File: src/design/pcsr_map.vh
`ifndef PCSR_MAP_VH
`define PCSR_MAP_VH

// configuration dword holding command (low half) and status (high half)
`define PCSR_CMD_OFFSET 8'h04
`define PCSR_ADDR_W 8

// command bit positions
`define PCSR_CMD_IO 0
`define PCSR_CMD_MEM 1
`define PCSR_CMD_MASTER 2
`define PCSR_CMD_SPECIAL 3
`define PCSR_CMD_MWI 4
`define PCSR_CMD_PALETTE 5
`define PCSR_CMD_PARITY 6
`define PCSR_CMD_STEPPING 7
`define PCSR_CMD_SERR 8
`define PCSR_CMD_FASTB2B 9

// writable command bits and reset value
`define PCSR_CMD_RW_MASK 16'h0147
`define PCSR_CMD_RESET 16'h0000

// status bit positions
`define PCSR_STS_FASTB2B 7
`define PCSR_STS_DATAPAR 8
`define PCSR_STS_DEVSEL_LO 9
`define PCSR_STS_DEVSEL_HI 10
`define PCSR_STS_SIG_TABORT 11
`define PCSR_STS_RCV_TABORT 12
`define PCSR_STS_RCV_MABORT 13
`define PCSR_STS_SIG_SERR 14
`define PCSR_STS_PARITY 15

// fixed status fields and sticky reset value
`define PCSR_DEVSEL_MEDIUM 2'h1
`define PCSR_STS_FIXED 16'h0280
`define PCSR_STS_RESET 16'h0000

// space codes seen by the claim gate
`define PCSR_SPACE_IO 2'h0
`define PCSR_SPACE_MEM 2'h1
`define PCSR_SPACE_CFG 2'h2
`define PCSR_SPACE_SPECIAL 2'h3

`endif

File: src/design/pcsr_regs.v
`timescale 1ns/100ps
`include "pcsr_map.vh"
// Contract
// - all-zero command: only configuration accesses answered
// - bit 0 enables claiming I/O cycles
// - bit 1 enables claiming memory cycles
// - bit 2 required before mastering anything
// - bit 3 reads zero; special cycles ignored
// - bits 4,5,7 read zero, writes ignored
// - bit 9 zero; fast chaining same target only
// - reserved command and status bits read zero
// - bit 6 gates parity error reaction
// - bit 8 enables system error driver
// - status reads current, write one clears
// - status bit 7 always reads one
// - bit 8 set on mastered parity error
// - DEVSEL timing field always reads medium
// - signaled target abort always reads zero
// - bit 12 set on received target abort
// - bit 13 set on master abort, except special cycles
// - bit 14 set when driving system error
// - bit 15 set on any parity error
module pcsr_regs
(
	// clock and reset
	input wire mclk,
	input wire rst,
	// configuration access port
	input wire cfgRead,
	input wire cfgWrite,
	input wire [7:0] cfgAddr,
	input wire [3:0] cfgByteEn,
	input wire [31:0] cfgWrData,
	output wire cfgHit,
	output wire [31:0] cfgRdData,
	output wire cfgRdValid,
	// target decode
	input wire addrValid,
	input wire [1:0] addrSpace,
	input wire addrMatch,
	output wire targetClaim,
	output wire cfgClaim,
	// master request
	input wire masterReq,
	input wire masterBackToBack,
	input wire sameTarget,
	output wire masterGo,
	output wire fastB2bGo,
	// bus events
	input wire dataParityErr,
	input wire addrParityErr,
	input wire perrSeen,
	input wire masterActive,
	input wire targetAbortRcvd,
	input wire masterAbortRcvd,
	input wire specialCycleXfer,
	input wire systemErrReq,
	// parity error pin, open drain
	output wire perrOut,
	output wire perrOe,
	// system error pin, open drain
	output wire serrOut,
	output wire serrOe,
	// enables for the rest of the device
	output wire ioSpaceEn,
	output wire memSpaceEn,
	output wire busMasterEn,
	output wire parityRespEn,
	output wire serrEn
);

localparam STICKY_N = 5;

// sticky status bit positions, indexed by generate
function [3:0] stickyPos;
	input integer idx;
	begin
		case (idx)
			0: stickyPos = `PCSR_STS_DATAPAR;
			1: stickyPos = `PCSR_STS_RCV_TABORT;
			2: stickyPos = `PCSR_STS_RCV_MABORT;
			3: stickyPos = `PCSR_STS_SIG_SERR;
			4: stickyPos = `PCSR_STS_PARITY;
			default: stickyPos = `PCSR_STS_PARITY;
		endcase
	end
endfunction

// true when the access targets the command/status dword
function hitsCmd;
	input [7:0] addr;
	begin
		hitsCmd = ((addr & 8'hFC) == `PCSR_CMD_OFFSET);
	end
endfunction

reg [15:0] cmd_reg;
reg [15:0] cmd_next;
reg [31:0] rdData_reg;
reg [31:0] rdData_next;
reg rdValid_reg;
reg perrDrive_reg;
reg serrDrive_reg;
wire [15:0] statusWord;
wire [15:0] stsClear;
wire [STICKY_N-1:0] stickySet;
wire [STICKY_N-1:0] stickyFlag;
wire [15:0] stickyWord;
wire accessHit;
wire wrHit;
wire dataParSet;
wire serrCause;
wire perrCause;

assign accessHit = hitsCmd(cfgAddr);
assign wrHit = cfgWrite & accessHit;

// command register
always @*
begin
	cmd_next = cmd_reg;
	if (wrHit)
	begin
		if (cfgByteEn[0])
			cmd_next[7:0] = cfgWrData[7:0];
		if (cfgByteEn[1])
			cmd_next[15:8] = cfgWrData[15:8];
	end
	cmd_next = cmd_next & `PCSR_CMD_RW_MASK;
end

always @(posedge mclk or posedge rst)
begin
	if (rst)
		cmd_reg <= `PCSR_CMD_RESET;
	else
		cmd_reg <= cmd_next;
end

assign ioSpaceEn = cmd_reg[`PCSR_CMD_IO];
assign memSpaceEn = cmd_reg[`PCSR_CMD_MEM];
assign busMasterEn = cmd_reg[`PCSR_CMD_MASTER];
assign parityRespEn = cmd_reg[`PCSR_CMD_PARITY];
assign serrEn = cmd_reg[`PCSR_CMD_SERR];

// status clear mask, upper half of the dword
assign stsClear[7:0] = (wrHit & cfgByteEn[2]) ? cfgWrData[23:16] : 8'h00;
assign stsClear[15:8] = (wrHit & cfgByteEn[3]) ? cfgWrData[31:24] : 8'h00;

// event causes
// own parity pin counts as well as one seen on the bus
assign dataParSet = (perrSeen | perrDrive_reg) & masterActive & parityRespEn;
assign perrCause = dataParityErr & parityRespEn;
assign serrCause = serrEn & ((addrParityErr & parityRespEn) | systemErrReq);

assign stickySet[0] = dataParSet;
assign stickySet[1] = targetAbortRcvd & masterActive;
assign stickySet[2] = masterAbortRcvd & masterActive & ~specialCycleXfer;
assign stickySet[3] = serrDrive_reg;
assign stickySet[4] = dataParityErr | addrParityErr;

genvar gi;
generate
	for (gi = 0; gi < STICKY_N; gi = gi + 1)
	begin : gStatus
		pcsr_sticky_bit uSticky
		(
			.mclk(mclk),
			.rst(rst),
			.setEvt(stickySet[gi]),
			.clrReq(stsClear[stickyPos(gi)]),
			.flag(stickyFlag[gi])
		);
		assign stickyWord[stickyPos(gi)] = stickyFlag[gi];
	end
endgenerate

// bits not held by sticky cells
assign stickyWord[6:0] = 7'h00;
assign stickyWord[`PCSR_STS_FASTB2B] = 1'b0;
assign stickyWord[`PCSR_STS_DEVSEL_HI:`PCSR_STS_DEVSEL_LO] = 2'h0;
assign stickyWord[`PCSR_STS_SIG_TABORT] = 1'b0;

assign statusWord = stickyWord | `PCSR_STS_FIXED;

// pin drivers: registered, asserted the cycle after each cycle a cause is present
always @(posedge mclk or posedge rst)
begin
	if (rst)
	begin
		perrDrive_reg <= 1'b0;
		serrDrive_reg <= 1'b0;
	end
	else
	begin
		perrDrive_reg <= perrCause;
		serrDrive_reg <= serrCause;
	end
end

assign perrOut = 1'b0;
assign perrOe = perrDrive_reg;
assign serrOut = 1'b0;
assign serrOe = serrDrive_reg;

// read path
always @*
begin
	rdData_next = 32'h00000000;
	if (cfgRead & accessHit)
		rdData_next = {statusWord, cmd_reg};
end

always @(posedge mclk or posedge rst)
begin
	if (rst)
	begin
		rdData_reg <= 32'h00000000;
		rdValid_reg <= 1'b0;
	end
	else
	begin
		rdData_reg <= rdData_next;
		rdValid_reg <= cfgRead;
	end
end

assign cfgRdData = rdData_reg;
assign cfgRdValid = rdValid_reg;
assign cfgHit = (cfgRead | cfgWrite) & accessHit;

pcsr_access_gate uGate
(
	.ioEn(ioSpaceEn),
	.memEn(memSpaceEn),
	.masterEn(busMasterEn),
	.addrValid(addrValid),
	.addrSpace(addrSpace),
	.addrMatch(addrMatch),
	.masterReq(masterReq),
	.masterBackToBack(masterBackToBack),
	.sameTarget(sameTarget),
	.targetClaim(targetClaim),
	.cfgClaim(cfgClaim),
	.masterGo(masterGo),
	.fastB2bGo(fastB2bGo)
);

endmodule // pcsr_regs

File: src/design/pcsr_sticky_bit.v
`timescale 1ns/100ps
// one write-one-to-clear status flag, set wins over clear
module pcsr_sticky_bit
(
	// clock and reset
	input wire mclk,
	input wire rst,
	// event and clear
	input wire setEvt,
	input wire clrReq,
	// flag
	output wire flag
);

reg flag_reg;
wire flag_next;

assign flag_next = setEvt ? 1'b1 : (clrReq ? 1'b0 : flag_reg);
assign flag = flag_reg;

always @(posedge mclk or posedge rst)
begin
	if (rst)
		flag_reg <= 1'b0;
	else
		flag_reg <= flag_next;
end

endmodule // pcsr_sticky_bit

File: src/design/pcsr_access_gate.v
`timescale 1ns/100ps
`include "pcsr_map.vh"
// decides which bus cycles the device claims or may start
module pcsr_access_gate
(
	// enables from the command register
	input wire ioEn,
	input wire memEn,
	input wire masterEn,
	// target side decode
	input wire addrValid,
	input wire [1:0] addrSpace,
	input wire addrMatch,
	// master side request
	input wire masterReq,
	input wire masterBackToBack,
	input wire sameTarget,
	// decisions
	output reg targetClaim,
	output reg cfgClaim,
	output wire masterGo,
	output wire fastB2bGo
);

always @*
begin
	targetClaim = 1'b0;
	cfgClaim = 1'b0;
	if (addrValid)
	begin
		case (addrSpace)
			`PCSR_SPACE_IO: targetClaim = addrMatch & ioEn;
			`PCSR_SPACE_MEM: targetClaim = addrMatch & memEn;
			`PCSR_SPACE_CFG: cfgClaim = 1'b1;
			`PCSR_SPACE_SPECIAL: targetClaim = 1'b0;
			default: targetClaim = 1'b0;
		endcase
	end
end

assign masterGo = masterReq & masterEn;
assign fastB2bGo = masterGo & masterBackToBack & sameTarget;

endmodule // pcsr_access_gate

File: config.mk
export PLATFORM = sky130hd
export DESIGN_NAME = pcsr_regs
export DESIGN_NICKNAME = d
export VERILOG_FILES = /design/src/design/pcsr_regs.v /design/src/design/pcsr_sticky_bit.v /design/src/design/pcsr_access_gate.v
export VERILOG_INCLUDE_DIRS = /design/src /design/src/design
export SDC_FILE = /design/constraint.sdc
export NUM_CORES = 1
export LEC_CHECK = 0
export BUFFER_PORTS_ARGS = -buffer_cell sky130_fd_sc_hd__buf_2
export CAP_MARGIN = 20
export CORE_ASPECT_RATIO = 1.5
export CORE_MARGIN = 2
export CORE_UTILIZATION = 38
export CTS_CLUSTER_DIAMETER = 150
export DETAILED_ROUTE_END_ITERATION = 10
export GPL_ROUTABILITY_DRIVEN = 0
export PLACE_DENSITY = 0.84
export SYNTH_ARGS = -nofsm -noshare
export SYNTH_HDL_FRONTEND = slang
export SYNTH_SLANG_ARGS = --single-unit
File: constraint.sdc
create_clock -name mclk -period 1.51 [get_ports mclk]
set_input_delay 0.0755 -clock mclk [delete_from_list [all_inputs] [get_ports mclk]]
set_output_delay 0.0755 -clock mclk [all_outputs]
set_load 0.05 [all_outputs]
==> results of run 1 <==
-- cell families (layout without fill, tap and decap cells) --
| group | after synthesis | in the layout | synth area share |
|---|---|---|---|
| AOI/OAI and AO/OA | 10 | 10 | 0.0745 |
| buffers and inverters | 27 | 74 | 0.168 |
| DFF | 24 | 24 | 0.534 |
| muxes | 6 | 6 | 0.0590 |
| other | 1 | 22 | 0.00333 |
| and+or+nand+nor | 29 | 29 | 0.161 |
-- synthesized netlist by cell type --
cell type | instances | area share
sky130_fd_sc_hd__o22a_2 | 1 | 0.0089
sky130_fd_sc_hd__nor2b_1 | 2 | 0.011
sky130_fd_sc_hd__nand2_1 | 4 | 0.013
sky130_fd_sc_hd__mux2i_1 | 1 | 0.0089
sky130_fd_sc_hd__nand2b_1 | 1 | 0.0056
sky130_fd_sc_hd__a221o_2 | 1 | 0.010
sky130_fd_sc_hd__nor4b_4 | 1 | 0.021
sky130_fd_sc_hd__a21oi_1 | 1 | 0.0044
sky130_fd_sc_hd__nand4_1 | 3 | 0.017
sky130_fd_sc_hd__mux2_2 | 5 | 0.050
sky130_fd_sc_hd__and3_2 | 1 | 0.0067
sky130_fd_sc_hd__nor2_1 | 3 | 0.010
sky130_fd_sc_hd__a21o_2 | 2 | 0.016
sky130_fd_sc_hd__o211ai_1 | 1 | 0.0067
sky130_fd_sc_hd__o32a_2 | 1 | 0.010
sky130_fd_sc_hd__conb_1 | 1 | 0.0033
sky130_fd_sc_hd__and3_1 | 1 | 0.0056
sky130_fd_sc_hd__o211a_1 | 1 | 0.0089
sky130_fd_sc_hd__o22ai_1 | 1 | 0.0056
sky130_fd_sc_hd__dfrtp_1 | 24 | 0.53
sky130_fd_sc_hd__inv_1 | 3 | 0.010
sky130_fd_sc_hd__o21ai_0 | 1 | 0.0044
sky130_fd_sc_hd__nor3_1 | 1 | 0.0044
sky130_fd_sc_hd__and2_1 | 12 | 0.067
sky130_fd_sc_hd__buf_4 | 23 | 0.15
sky130_fd_sc_hd__buf_2 | 1 | 0.0044
-- where the power goes --
part / total, mW / internal [mW] / switching [mW]
clock network: 0.534 / 0.354 / 0.180
logic: 0.328 / 0.0835 / 0.244
registers: 0.688 / 0.669 / 0.0188
total: 1.55 / 1.11 / 0.443
-- routing by layer --
| layer | wire length, um | track usage | part of all wire |
|---|---|---|---|
| met4 | 20 | 0.0349 | 0.0093 |
| met1 | 739 | 0.129 | 0.34 |
| met3 | 222 | 0.0422 | 0.10 |
| met2 | 1160 | 0.250 | 0.54 |
| met5 | 0 | 0 | 0 |
-- worst max-delay path, cell delays in order, from the launching register on --
cell	delay, ps
sky130_fd_sc_hd__dfrtp_1	410
sky130_fd_sc_hd__and2_2	180
sky130_fd_sc_hd__and3_2	210
sky130_fd_sc_hd__buf_2	210
-- cell type report --
| type | instances | area (um2) |
|---|---|---|
| clock inverter | 1 | 30.0 |
| multi-input combinational | 67 | 422 |
| timing repair buffer | 67 | 353 |
| clock buffer | 3 | 41.3 |
| inverter | 3 | 11.3 |
| tap | 39 | 48.8 |
| fill | 270 | 1350 |
| sequential | 24 | 601 |
-- worst max path at each step --
| stage | startpoint | to | cells after the start |
|---|---|---|---|
| finish | cmd_reg[2] | fastB2bGo | 3 |
| global route | cmd_reg[2] | fastB2bGo | 3 |
| CTS | cmd_reg[2] | fastB2bGo | 3 |
| detailed placement | cfgAddr[5] | cmd_reg[0] | 4 |
| global placement | cfgAddr[5] | gStatus[0].uSticky.flag | 5 |
| floorplan | cmd_reg[1] | targetClaim | 2 |
==> impl.org, run 1 <==
** Run status
- The run finished with clean final reports.

** Yosys
- The cell count after synthesis came out at 97.
- Sequential area share after synthesis :: 0.534
- Mapped cell area :: 0.00112 mm2
- Synthesis Warnings :: 0
- Mean Syn Cell Area :: 11.6 um2
- Number of distinct library cell variants in the gate-level netlist after synthesis :: 26
- Synthesis inferred 24 register bits.

** Route
- Once detail routing completed, the nets flagged for antenna violations numbered 0.
- Detailed Route Iter0 Violations :: 15
- Routed WL per cell :: 10.5 um
- The first TritonRoute pass finished after 2 iterations.
- Routed wire length :: 2150 um
- Routed via count divided by cell count :: 4.22
- Detailed-route DRC error count :: 0
- Overall via count from detail_route :: 860

** Flow run
- Across the run, the number of max-cap violations was 0.

** Setup path
- Kind of launch point of the worst setup path :: flip-flop
- Of all nets on the critical path, the largest fanout is 4.
- Worst-case reg-to-reg path depth :: 3
- The startpoint identified for the worst register-to-register timing path is cmd_reg[6].
- Endpoint class of the critical path :: output pin
- WP data arrival :: 1270 ps
- Critical path data required time :: 1430 ps
- Crit Reg-Reg Endpoint :: gStatus[0].uSticky.flag
- In this run the register-to-register setup slack is 530 ps.
- Kind of critical path :: flip-flop to output pin

** CTS
- For this design, the CTS-stage hold fixing added 2 buffers.
- In this run, post-CTS repair resized a total of 0 instances.
- Buffer depth of the longest clock path :: 2
- Cell chosen for the clock root :: sky130_fd_sc_hd__clkbuf_8
- Clock latency on the worst-skew pair, taken at its later pin, is 260 ps.
- Clock-pin slew was measured on the worst setup and hold paths at 80 ps.
- Counting every sink on the clock net gives 24.
- Setup repair bufs after CTS :: 0
- Cts bufs inserted :: 3
- Clock tree from TritonCTS :: yes
- Number of H-tree levels :: 1

** Final layout
- In the final design database the tool counted 229 nets.
- Compared with the post-synthesis result, the final layout area differs by 33.9%.
- Final instance area :: 0.00151 mm2
- The register with the most flip-flops in the layout has 11 of them.
- Non-filler instance count after layout :: 204
- At the end of the flow the core is filled with cells to 0.528.
- The library cell used most frequently in the layout, excluding fill and tap cells, is sky130_fd_sc_hd__buf_2.
- In the layout the commonest cells are sky130_fd_sc_hd__buf_2, sky130_fd_sc_hd__dfrtp_1, sky130_fd_sc_hd__conb_1, sky130_fd_sc_hd__and2_1, sky130_fd_sc_hd__mux2_2.
- 0 antenna diodes ended up in the layout.
- Of the cells placed in the final design, the portion with a size suffix greater than 1 is 0.509.

** Min path
- Along the worst hold path, the cell count comes to 2.
- Hold wc startpoint :: cfgWrData[1]
- Capture endpoint of the worst hold path :: cmd_reg[1]
- The path class of the tightest hold or removal check is primary input to flip-flop.

** Global route
- Antenna violations before repair :: 0
- Across every metal layer, demand over resource in global routing totals 0.129.
- Entering global routing, the biggest net connects 25 pins.
- Grt total ovfl :: 0
- The via count of the first global-routing pass is 839.
- First-pass GRT wire length :: 3480 um

** Placement
- Worst-case setup slack after placement :: 202 ps
- Once detailed placement completed, the half-perimeter wirelength came to 1780 um.
- I/O Buffers :: 62
- Placed Area :: 0.00142 mm2
- Cell count after placement :: 198

** Floorplan
- Die area :: 0.00342 mm2
- Measured along the y axis, the die boundary spans 70.6 um.
- Width of the die :: 48.4 um
- Initial Utilization :: 0.394
- The core region is 0.00285 mm2.
- The floorplan has 24 rows.
- Count of pins on the block boundary :: 110

** Timing
- Hold is met by 41.5 ps.
- For this run, the top clock speed supported by timing is 744 MHz.
- Of the available clock period, the critical path in the final layout requires 0.891.
- Summed over all failing endpoints, the final setup total negative slack is 0 ps.
- Setup repair after global routing missed its margin :: false
- Number of max-slew violations in the final report :: 0
- Final Setup Violations :: 0
- Min Tclk post-route :: 1340 ps
- Across the routed clock network, the largest skew measured is 2.95 ps.
- After layout, the worst setup slack is 165 ps.
- Number of endpoints with negative hold slack in the final report :: 0

** Power
- For this design the ratio of total power to cell area is 1030 mW/mm2.
- Summing internal, switching and leakage power gives 1.55 mW.
- Across the VDD grid, the largest voltage drop is 0.541 mV.
- For this design the static power due to leakage is 0.882 nW.
Power figures use the tool's default switching activity.
==> inputs of run 2 (changes only) <==
--- a/config.mk
+++ b/config.mk
@@ -14,6 +14,7 @@
 export CTS_CLUSTER_DIAMETER = 150
 export DETAILED_ROUTE_END_ITERATION = 10
 export GPL_ROUTABILITY_DRIVEN = 0
+export GPL_TIMING_DRIVEN = 0
 export PLACE_DENSITY = 0.84
 export SYNTH_ARGS = -nofsm -noshare
 export SYNTH_HDL_FRONTEND = slang
==> run 2 against run 1 <==
Combinational power up 13%; total power up 2.6%; cell count up 10%; cell area up 10%; first-iteration DRC count down 67%; non-clock buffer count up 21; routed wire length down 0.23%; global-route usage up 0.22 points; flip-flop and latch count unchanged; die area unchanged; critical path type unchanged; critical endpoint unchanged; largest power group unchanged.
==> impl.org, run 2 (same netlist as run 1, synthesis figures left out) <==
** Setup path
- CP cell instances: and2_2 -> and3_2 -> buf_2 (unchanged).
- Critical path data required time :: 1430 ps (about the same)
- Max incr delay on CP :: 400 ps (was 410 ps)
- Kind of launch point of the worst setup path :: flip-flop (unchanged)
- Critical-path maximum fanout :: 4 (unchanged)
- The kind of end point of the critical path is an output pin (unchanged).
- The register-to-register path setup slack came to 560 ps (was 530 ps).
- The slowest stage cell on the critical path was sky130_fd_sc_hd__dfrtp_1 (unchanged).
- The type of the worst setup path is flip-flop to output pin (unchanged).
- WP data arrival :: 1240 ps (was 1270 ps)

** Floorplan
- The die area was 0.00342 mm2 (unchanged).
- The number of rows created at floorplan came to 24 (unchanged).
- Core area :: 0.00285 mm2 (unchanged)
- Die height :: 70.6 um (unchanged)
- Width of the die :: 48.4 um (unchanged)
- Initial Utilization :: 0.394 (unchanged)
- The top-level port count came to 110 (unchanged).

** Route
- Overall via count from detail_route :: 922 (was 860)
- Detailed-route DRC error count :: 0 (unchanged)
- Number of antenna-violating nets in the routed design :: 0 (unchanged)
- The first-iteration detailed-routing DRC count was 5 (was 15).
- The first-pass detailed-route iteration total came to 4 (was 2).
- The wire length after detailed routing was 2140 um (was 2150 um).
- The detailed-route wire length per cell was 9.52 um (was 10.5 um).
- Routed via count divided by cell count :: 4.10 (was 4.22)

** CTS
- The clock slew at the register clock pins of the worst setup and hold paths was 80 ps (about the same).
- Resize count post-CTS :: 0 (unchanged)
- The number of buffers inserted during clock tree synthesis was 3 (unchanged).
- The number of clock sinks is 24 (unchanged).
- Number of H-tree levels :: 1 (unchanged)
- The CTS tree was yes (unchanged).
- Buffer depth of the longest clock path :: 2 (unchanged)
- The cell at the root of the clock tree was sky130_fd_sc_hd__clkbuf_8 (unchanged).
- The clock insertion delay at the later pin of the skew report is 260 ps (about the same).

** Final layout
- Most frequent cells in the layout :: sky130_fd_sc_hd__buf_2, sky130_fd_sc_hd__dfrtp_1, sky130_fd_sc_hd__buf_4, sky130_fd_sc_hd__conb_1, sky130_fd_sc_hd__and2_1 (was sky130_fd_sc_hd__buf_2, sky130_fd_sc_hd__dfrtp_1, sky130_fd_sc_hd__conb_1, sky130_fd_sc_hd__and2_1, sky130_fd_sc_hd__mux2_2)
- The count of filler cells inserted in the layout came to 250 (was 270).
- The area of all placed cells without fillers came to 0.00166 mm2 (was 0.00151 mm2).
- Fraction of final layout cells sized beyond drive strength 1 :: 0.565 (was 0.509)
- Area growth syn-to-layout :: 47.7% (was 33.9%)
- Layout Nets :: 250 (was 229)
- The diode insertion count for antenna repair came to 0 (unchanged).
- The post-route core utilization came to 0.582 (was 0.528).
- Max reg flops :: 11 (unchanged)
- Non-filler instance count after layout :: 225 (was 204)
- Most common cell after layout, fill and taps aside :: sky130_fd_sc_hd__buf_2 (unchanged)

** Timing
- The final period demand of the worst path was 1320 ps (was 1340 ps).
- Number of max-slew violations in the final report :: 0 (unchanged)
- Maximum clock skew at final layout :: 2.48 ps (was 2.95 ps)
- FMAX :: 758 MHz (was 744 MHz)
- The setup TNS is 0 ps (unchanged).
- Slew @ Worst Pin :: 812 ps
- Final Setup Violations :: 0 (unchanged)
- Setup repair after global routing missed its margin: false (unchanged).
- The final worst-path setup slack came to 190 ps (was 165 ps).
- Final worst path period share :: 0.874 (was 0.891)
- Number of endpoints with negative hold slack in the final report :: 0 (unchanged)
- Headroom to the max-slew limit came out at 0.458.

** Placement
- The count of input and output buffers came to 62 (unchanged).
- Worst-case setup slack after placement :: 92.9 ps (was 202 ps)
- Placed Area :: 0.00157 mm2 (was 0.00142 mm2)
- The HPWL after detailed placement was 1880 um (was 1780 um).
- The number of placed cells counting well taps was 219 (was 198).

** Global route
- Via count of the first global-routing pass :: 881 (was 839)
- The initial antenna violation count was 0 (unchanged).
- The overall routing resource usage is 0.131 (was 0.129).
- The maximum number of pins on one net before global-route repair came to 25 (unchanged).
- The remaining global-route overflow came to 0 (unchanged).
- First-pass GRT wire length :: 3490 um (was 3480 um)

** Power
- The total power divided by cell area came to 957 mW/mm2 (was 1030 mW/mm2).
- The leakage power total was 0.999 nW (was 0.882 nW).
- The maximum vdd ir drop is 0.500 mV (was 0.541 mV).

** Run status
- Result of the run :: finished, final reports clean (unchanged)

** Min path
- Path type of the worst min-delay path :: primary input to flip-flop (unchanged)

** Flow run
- The number of maximum-capacitance violations was 0 (unchanged).
==> run 2: changes by cell type in the layout (fill, tap and decap cells not counted) <==
cell and delta:
sky130_fd_sc_hd__buf_4 +20, sky130_fd_sc_hd__buf_2 +1
==> run 2: cell type report <==
type,count,area (um2),share of cell area
Sequential cell,24,601,0.361
Timing Repair Buffer,64,330,0.199
Clock buffer,3,41.3,0.0248
Buffer,24,178,0.107
Clock inverter,1,30.0,0.0181
Inverter,3,11.3,0.00678
Multi-Input combinational cell,67,422,0.254
Tap cell,39,48.8,0.0294
==> run 2: layer usage <==
metal	vias up	track usage	wire, um
li1	456	-	-
met1	404	0.125	696
met2	59	0.256	1180
met3	3	0.0401	231
met4	0	0.0508	34
met5	-	0	0
==> run 2: metrics by stage <==
stage / hold slack, ps / total power, mW
finish: 41.6 / 1.59
CTS: 38.3 / 1.61
global placement: 211 / 1.06
detailed placement: 215 / 1.06
floorplan: 90.1 / 0.979
global route: 34.6 / 1.66
==> run 2: worst paths after layout <==
| kind | startpoint | to | cells after the start |
|---|---|---|---|
| max | cmd_reg[2] | fastB2bGo | 3 |
| min | cfgWrData[1] | cmd_reg[1] | 2 |
| max reg2reg | cmd_reg[6] | gStatus[0].uSticky.flag | 3 |
| min reg2reg | gStatus[3].uSticky.flag | cfgRdData[30] | 1 |
| max in group asynchronous | rst | cfgRdData[29] | 3 |
| min in group asynchronous | rst | cfgRdData[6] | 3 |
==> run 2: repair_timing <==
item | 4_1_cts | 5_1_grt
hold endpoints to repair | 25 | 0
setup buffers | 0 | 0
hold buffers | 2 | 0
==> run 2: critical path, delay by kind of cell, from the launching register on <==
family | cells | cell delay, ps
buffers and inverters | 1 | 200
AND/OR/NAND/NOR | 2 | 380
flip-flops | 1 | 400
==> run 2: where the power goes <==
part / leakage [nW] / internal (mW) / total, mW / switching (mW)
logic: 0.657 / 0.119 / 0.369 / 0.250
clock network: 0.0357 / 0.354 / 0.535 / 0.181
registers: 0.307 / 0.669 / 0.686 / 0.0173
